**src/logic/smts_pkg.sv**
```systemverilog
// Function
// RULE1: With embedded sync off and the external sync style low, timing comes from the H, V and F inputs.
// RULE2: With embedded sync off and the external sync style high, timing comes from HSYNC, VSYNC and DE.
// RULE3: With embedded sync on, timing comes from TRS words in the video stream, whatever the style.
// RULE4: The bus width select chooses a wide word or a narrow multiplexed word on the parallel bus.
// RULE5: Async stream select high with processing off gives async word alignment, processing and sending.
// RULE6: Processing off and async stream select low gives plain data-through with no processing.
// RULE7: Processing on applies scrambling and the video input/output processing features.
// RULE8: Processing off gives no scrambling and no input/output processing features at all.
// RULE9: The processing enable turns every encode, decode, scramble and EDH function on or off together.
// RULE10: The lower word carries chroma in wide mode with processing, is ignored in async mode, unused narrow.
// RULE11: The upstream logic keeps all select inputs static except during reset or standby.
package smts_pkg;

    localparam int unsigned TRS_W       = 10;
    localparam int unsigned SYNC_STAGES = 2;
    localparam int unsigned HIST_DEPTH  = 5;

    localparam logic [TRS_W-1:0] TRS_ONES  = 10'h3FF;
    localparam logic [TRS_W-1:0] TRS_ZEROS = 10'h000;

    localparam int unsigned XYZ_F_BIT = 8;
    localparam int unsigned XYZ_V_BIT = 7;
    localparam int unsigned XYZ_H_BIT = 6;

    typedef enum logic [1:0] {
        MODE_THROUGH = 2'b00,
        MODE_ASI     = 2'b01,
        MODE_SMPTE   = 2'b10
    } smts_mode_t;

    typedef enum logic [1:0] {
        SRC_HVF = 2'b00,
        SRC_861 = 2'b01,
        SRC_TRS = 2'b10
    } smts_src_t;

    typedef struct packed {
        logic video_processing_en;
        logic async_stream_sel;
        logic bus_width_sel;
        logic embedded_sync_sel;
        logic ext_sync_style_sel;
    } smts_ctrl_t;

    localparam int unsigned CTRL_W = $bits(smts_ctrl_t);
    localparam smts_ctrl_t CTRL_RESET = '0;

    typedef struct packed {
        logic h_in;
        logic v_in;
        logic f_in;
        logic hsync;
        logic vsync;
        logic de;
    } smts_sync_in_t;

    typedef struct packed {
        logic h_blank;
        logic v_blank;
        logic field;
    } smts_timing_t;

    typedef struct packed {
        logic scramble_en;
        logic ioproc_en;
        logic trs_insert_en;
        logic edh_en;
        logic nrzi_en;
        logic asi_encode_en;
        logic asi_align_en;
    } smts_enables_t;

endpackage : smts_pkg

```
**src/logic/smts_select.sv**
```systemverilog
`timescale 1ns/1ps
`default_nettype none
module smts_select #(
    parameter int unsigned WORD_W = 10
) (
    input  wire logic                    clk_sys,
    input  wire logic                    reset,
    input  wire smts_pkg::smts_ctrl_t    ctrl_pins,
    input  wire smts_pkg::smts_sync_in_t sync_in,
    input  wire logic [WORD_W-1:0]       din_hi,
    input  wire logic [WORD_W-1:0]       din_lo,
    output var  smts_pkg::smts_mode_t    op_mode,
    output var  smts_pkg::smts_src_t     timing_src,
    output var  logic                    bus_wide,
    output var  smts_pkg::smts_enables_t enables,
    output var  smts_pkg::smts_timing_t  timing_out,
    output var  logic                    trs_seen,
    output var  logic [WORD_W-1:0]       dout_hi,
    output var  logic [WORD_W-1:0]       dout_lo
);
    import smts_pkg::*;

    if (WORD_W != TRS_W) begin : g_bad_word
        $error("smts_select needs a word width equal to the TRS word width.");
    end

    function automatic smts_mode_t mode_of(input smts_ctrl_t c);
        if (c.video_processing_en) begin
            mode_of = MODE_SMPTE;
        end else if (c.async_stream_sel) begin
            mode_of = MODE_ASI;
        end else begin
            mode_of = MODE_THROUGH;
        end
    endfunction : mode_of

    function automatic smts_src_t src_of(input smts_ctrl_t c);
        if (c.embedded_sync_sel) begin
            src_of = SRC_TRS;
        end else if (c.ext_sync_style_sel) begin
            src_of = SRC_861;
        end else begin
            src_of = SRC_HVF;
        end
    endfunction : src_of

    // Control pins are static by contract, so a plain two-flop pass is enough. [RULE11]
    smts_ctrl_t ctrl_s;

    smts_sync #(
        .WIDTH (CTRL_W)
    ) u_ctrl_sync (
        .clk_sys  (clk_sys),
        .reset    (reset),
        .async_in (ctrl_pins),
        .sync_out (ctrl_s)
    );

    smts_mode_t    next_op_mode;
    smts_src_t     next_timing_src;
    logic          next_bus_wide;
    smts_enables_t next_enables;

    always_comb begin
        next_op_mode    = mode_of(ctrl_s);                          // [RULE5] [RULE6] [RULE7]
        next_timing_src = src_of(ctrl_s);                           // [RULE1] [RULE2] [RULE3]
        next_bus_wide   = ctrl_s.bus_width_sel;                     // [RULE4]
        // One enable gates every SMPTE function together. [RULE9]
        next_enables.scramble_en   = ctrl_s.video_processing_en;   // [RULE7] [RULE8]
        next_enables.ioproc_en     = ctrl_s.video_processing_en;   // [RULE7] [RULE8]
        next_enables.trs_insert_en = ctrl_s.video_processing_en;   // [RULE9]
        next_enables.edh_en        = ctrl_s.video_processing_en;   // [RULE9]
        next_enables.nrzi_en       = ctrl_s.video_processing_en;   // [RULE9]
        next_enables.asi_encode_en = next_op_mode == MODE_ASI;     // [RULE5]
        next_enables.asi_align_en  = next_op_mode == MODE_ASI;     // [RULE5]
    end

    always_ff @(posedge clk_sys or posedge reset) begin
        if (reset) begin
            op_mode    <= MODE_THROUGH;
            timing_src <= SRC_HVF;
            bus_wide   <= 1'b0;
            enables    <= '0;
        end else begin
            op_mode    <= next_op_mode;
            timing_src <= next_timing_src;
            bus_wide   <= next_bus_wide;
            enables    <= next_enables;
        end
    end

    // Embedded sync: a short word history finds the preamble in either bus width.
    logic [HIST_DEPTH-1:0][WORD_W-1:0] hist;
    logic [HIST_DEPTH-1:0][WORD_W-1:0] next_hist;
    logic                              trs_h;
    logic                              trs_v;
    logic                              trs_f;
    logic                              next_trs_h;
    logic                              next_trs_v;
    logic                              next_trs_f;
    logic                              next_trs_seen;
    logic                              hit_wide;
    logic                              hit_narrow;
    logic                              vsync_d;
    logic                              field_861;
    logic                              next_vsync_d;
    logic                              next_field_861;

    always_comb begin
        next_hist  = {hist[HIST_DEPTH-2:0], din_hi};
        hit_wide   = hist[2] == TRS_ONES && hist[1] == TRS_ZEROS && hist[0] == TRS_ZEROS;
        hit_narrow = hist[4] == TRS_ONES && hist[3] == TRS_ZEROS && hist[2] == TRS_ZEROS
                     && hist[1] == TRS_ZEROS && hist[0] == TRS_ZEROS;
        next_trs_seen = bus_wide ? hit_wide : hit_narrow;           // [RULE4]
        next_trs_h    = trs_h;
        next_trs_v    = trs_v;
        next_trs_f    = trs_f;
        if (next_trs_seen) begin                                    // [RULE3]
            next_trs_h = din_hi[XYZ_H_BIT];
            next_trs_v = din_hi[XYZ_V_BIT];
            next_trs_f = din_hi[XYZ_F_BIT];
        end
        next_vsync_d   = sync_in.vsync;
        next_field_861 = field_861 ^ (sync_in.vsync & ~vsync_d);
    end

    always_ff @(posedge clk_sys or posedge reset) begin
        if (reset) begin
            hist      <= '0;
            trs_h     <= 1'b0;
            trs_v     <= 1'b0;
            trs_f     <= 1'b0;
            trs_seen  <= 1'b0;
            vsync_d   <= 1'b0;
            field_861 <= 1'b0;
        end else begin
            hist      <= next_hist;
            trs_h     <= next_trs_h;
            trs_v     <= next_trs_v;
            trs_f     <= next_trs_f;
            trs_seen  <= next_trs_seen;
            vsync_d   <= next_vsync_d;
            field_861 <= next_field_861;
        end
    end

    smts_timing_t      next_timing_out;
    logic [WORD_W-1:0] next_dout_hi;
    logic [WORD_W-1:0] next_dout_lo;

    always_comb begin
        unique case (next_timing_src)
            SRC_HVF: begin                                          // [RULE1]
                next_timing_out = '{h_blank: sync_in.h_in, v_blank: sync_in.v_in,
                                    field: sync_in.f_in};
            end
            SRC_861: begin                                          // [RULE2]
                next_timing_out = '{h_blank: sync_in.hsync | ~sync_in.de,
                                    v_blank: sync_in.vsync, field: next_field_861};
            end
            SRC_TRS: begin                                          // [RULE3]
                next_timing_out = '{h_blank: next_trs_h, v_blank: next_trs_v,
                                    field: next_trs_f};
            end
            default: begin
                next_timing_out = '0;
            end
        endcase
        next_dout_hi = din_hi;
        // Lower word is chroma or pass-through data only on a wide bus outside async mode.
        if (next_bus_wide && next_op_mode != MODE_ASI) begin        // [RULE10]
            next_dout_lo = din_lo;
        end else begin
            next_dout_lo = '0;
        end
    end

    always_ff @(posedge clk_sys or posedge reset) begin
        if (reset) begin
            timing_out <= '0;
            dout_hi    <= '0;
            dout_lo    <= '0;
        end else begin
            timing_out <= next_timing_out;
            dout_hi    <= next_dout_hi;
            dout_lo    <= next_dout_lo;
        end
    end
endmodule : smts_select
`default_nettype wire

```
**src/logic/smts_sync.sv**
```systemverilog
`timescale 1ns/1ps
`default_nettype none
// Two-stage synchroniser for the static control pins.
module smts_sync #(
    parameter int unsigned WIDTH = 5
) (
    input  wire logic             clk_sys,
    input  wire logic             reset,
    input  wire logic [WIDTH-1:0] async_in,
    output var  logic [WIDTH-1:0] sync_out
);
    import smts_pkg::*;

    logic [WIDTH-1:0] meta;
    logic [WIDTH-1:0] next_meta;
    logic [WIDTH-1:0] next_sync_out;

    if (WIDTH < 1) begin : g_bad_width
        $error("smts_sync needs a width of at least one.");
    end

    always_comb begin
        next_meta     = async_in;
        next_sync_out = meta;
    end

    always_ff @(posedge clk_sys or posedge reset) begin
        if (reset) begin
            meta     <= '0;
            sync_out <= '0;
        end else begin
            meta     <= next_meta;
            sync_out <= next_sync_out;
        end
    end

endmodule : smts_sync
`default_nettype wire

```
**config.mk**
```make
export PLATFORM = sky130hd
export DESIGN_NAME = smts_select
export DESIGN_NICKNAME = d
export VERILOG_FILES = /design/src/logic/smts_pkg.sv /design/src/logic/smts_select.sv /design/src/logic/smts_sync.sv
export SDC_FILE = /design/constraint.sdc
export NUM_CORES = 1
export LEC_CHECK = 0
export BUFFER_PORTS_ARGS = -buffer_cell sky130_fd_sc_hd__buf_2
export CORE_UTILIZATION = 51
export CTS_CLUSTER_SIZE = 28
export DETAILED_ROUTE_END_ITERATION = 7
export PLACE_DENSITY_LB_ADDON = 0.2
export SYNTH_ARGS = -nofsm -noshare
export SYNTH_HDL_FRONTEND = slang
export SYNTH_SLANG_ARGS = --single-unit
```
**constraint.sdc**
```tcl
create_clock -name clk_sys -period 3.2 [get_ports clk_sys]
set_input_delay 0.64 -clock clk_sys [delete_from_list [all_inputs] [get_ports clk_sys]]
set_output_delay 0.64 -clock clk_sys [all_outputs]
set_load 0.02 [all_outputs]
```
==> results.md <==
* Maximum vdd drop at 471.8 uV
* ANT cells at 0
* Via count at 1406
* Final setup TNS at 0 ns
* Period utilization at 0.5203
* Post-Route Utilization at 0.6392
* Die Width at 75.08 um
* Final Power at around 0.0022 W
* Final worst setup slack at 1.535 ns
* Max Clk Rate at 0.6006 GHz
* Synth warnings at 0
* Post-CTS Hold Fix Bufs at 0
* Top cells by count, synth: dfrtp_1, buf_4, and2_1
* Pleak at 1.614 nW
* Core area at 5140 um^2
* Area leader, netlist: dfrtp_1
* Distinct cells, synth at 33
* Yosys reg bits at 84
* WP data arrival at ~1.9 ns
* WL per Instance at 12.90 um
* Max transition margin at 0.5436
* Max-capacitance violation count at 0
* CP endpoint kind: flip-flop
* CTS tree: built
* Final GP Congestion at 0.7652
* Synth top area cells: dfrtp_1, buf_4, and2_1
* # rows at 26
* Mapped Cells at 165
* DRC violations left at 0
* CTS root buf: clkbuf_8
* Reg-to-reg startpoint: dout_hi[3]
* Min-Delay Endpoint: u_ctrl_sync.sync_out[3]
* Clk sink count at 84
* Crit path max fanout at 3
* NumNets Final at 261
* Routed WL at 3908 um
* First-pass GRT wire length at 6451 um
* Fin. Hold Viols at 0
* Min Hold Slack at between 0.3 and 0.4 ns
* Clock Latency Late Sink at 0.34 ns
* Post-synth top area share at 0.7717
* Cts bufs inserted at 9
* RSZ-0062 raised after global routing: false
* Setup bufs post-CTS at 0
* R2R Path End: timing_out[1]
* Final min period at 1.665 ns
* Min-Delay Path Class: reg -> reg
* Vias in the first global route at 1336
* Fraction of registers with async set/reset at 1.000
* Synthesized area per cell at 16.51 um^2
* Min-Delay Startpoint: u_ctrl_sync.meta[3]
* Fin Clk Skew at 0.006942 ns
* I/O pin cnt at 69
* Grt total ovfl at 0
* Max Root-Sink Buffers at 2
* CTS resizes at 0
* Drt pass-1 iters at 4
* DIE AREA at between 5000 and 6000 um^2
* Initial antenna violation count at 0
* Total GRT Usage at 0.1671
* Place WS at roughly 1.6 ns
* Dpl hpwl at 2742 um
* Final count of negative-setup-slack endpoints at 0
* Starting density of the core at 0.5299
* Least-Margin Pin Slew at approximately 0.68 ns
* WP data required at 3.41 ns
* WS Path Type: reg -> reg
* Filler cells at 405
* Final ANT Viol Nets at 0
* Mapped Nets at 198
* Fraction of layout cells with a size suffix above 1 at 0.4206
* Die Y at 75.08 um
* Setup slack, reg-to-reg at 1.53 ns
* EDFF count, synth at 0
* H-tree Lvls at 3
* First DRT Iteration DRCs at ~60
* Pwr Density at around 660 nW/um^2
* Fin. max-slew vios at 0
* Ys flop type: dfrtp_1
* Hold Path Depth at 0
* Cell Area, Synth at between 2000 and 3000 um^2
* Top-count cell post-synth: dfrtp_1
* Clock slew at reported path FFs at roughly 0.080 ns
* FF-to-FF path depth at 5
* Pin count of the biggest net entering global routing at 43
* Number of port buffers at 68
* Status: complete, no violations
* Post-synthesis sequential area ratio at 0.7717
* Setup crit start kind: flip-flop
* Via-to-Cell Ratio at 4.640
* Layout area overhead at 20.62%
==> per-layer routing <==
metal	global-route usage	wire, um	vias up	part of all wire
met3	0.06693	160	4	0.041
met5	0	0	-	0
li1	-	-	675	-
met1	0.2367	1811	693	0.46
met2	0.2262	1894	34	0.48
met4	0.08176	40	0	0.010
==> sequential cells by signal (all words and copies together), names as in the netlist, 2 cells and up <==
signal and count:
hist 40, dout_hi 10, dout_lo 10, u_ctrl_sync.meta 5
u_ctrl_sync.sync_out 5, timing_out 3, timing_src 2
==> placed cells by master, fill, tap and decap left out, types with 2 or more instances in the layout <==
cell       instances
buf_4              2
nand2_1            4
nor2b_1            4
and2_1            10
dfrtp_1           84
nand3_1            5
bufinv_16          3
nor4_1             5
clkinv_2           2
clkbuf_8          10
nor4_2             3
buf_2             68
or2_1              2
nand4_2            2
nand4_1            5
mux2_4             2
==> logic make-up after synthesis <==
| kind of cell | count (synthesis) | synth area share |
|---|---|---|
| AO/OA/AOI/OAI | 8 | 0.02389 |
| XOR/XNOR | 1 | 0.003216 |
| buffers and inverters | 20 | 0.05099 |
| AND/OR/NAND/NOR | 49 | 0.1355 |
| multiplexers | 3 | 0.01470 |
| flip-flops | 84 | 0.7717 |
==> worst max-delay path, cell delays in order, from the launching register on <==
cell and delay, ns:
dfrtp_1 0.39, nor4_1 0.32, nand3_1 0.26, or2_1 0.31, o21ai_1 0.16, a31oi_1 0.10
==> worst max-delay path by stage <==
| stage | from | end | slack, ns | cells after the start |
|---|---|---|---|---|
| after detailed placement | hist[35] | trs_h | 1.56 | 5 |
| after global placement | dout_hi[7] | timing_out[1] | 1.53 | 5 |
| final | dout_hi[3] | timing_out[1] | 1.53 | 5 |
| after floorplan | reset | bus_wide | 0.39 | 1 |
| after global routing | dout_hi[3] | timing_out[1] | 1.41 | 5 |
| after CTS | dout_hi[3] | timing_out[1] | 1.52 | 5 |
==> report_power, final <==
part	total (W)	internal [W]	leakage, nW	switching [W]
combinational	0.000134	0.0000535	0.498	0.0000807
sequential	0.00115	0.00112	0.994	0.0000325
clock	0.000888	0.000539	0.122	0.000349
total	0.00218	0.00171	1.61	0.000462
==> stage by stage <==
| step | cells | cell area (um^2) |
|---|---|---|
| 6_report | 303 | 3286 |
| 2_1_floorplan | 165 | 2724 |
| 3_5_place_dp | 287 | 3037 |
| 5_1_grt | 303 | 3286 |
| 3_3_place_gp | 287 | 3037 |
| 4_1_cts | 303 | 3286 |
==> area by class of cell <==
type                            instances  area (um^2)  share of cell area
Sequential cell                        84         2102              0.6398
Multi-Input combinational cell         61        483.0              0.1470
Timing Repair Buffer                   70        355.3              0.1081
Clock buffer                           10        137.6             0.04189
Clock inverter                          6        111.4             0.03389
Tap cell                               70        87.58             0.02666
Inverter                                2        8.758            0.002666
No activity file was read; power rests on OpenSTA's default activity.
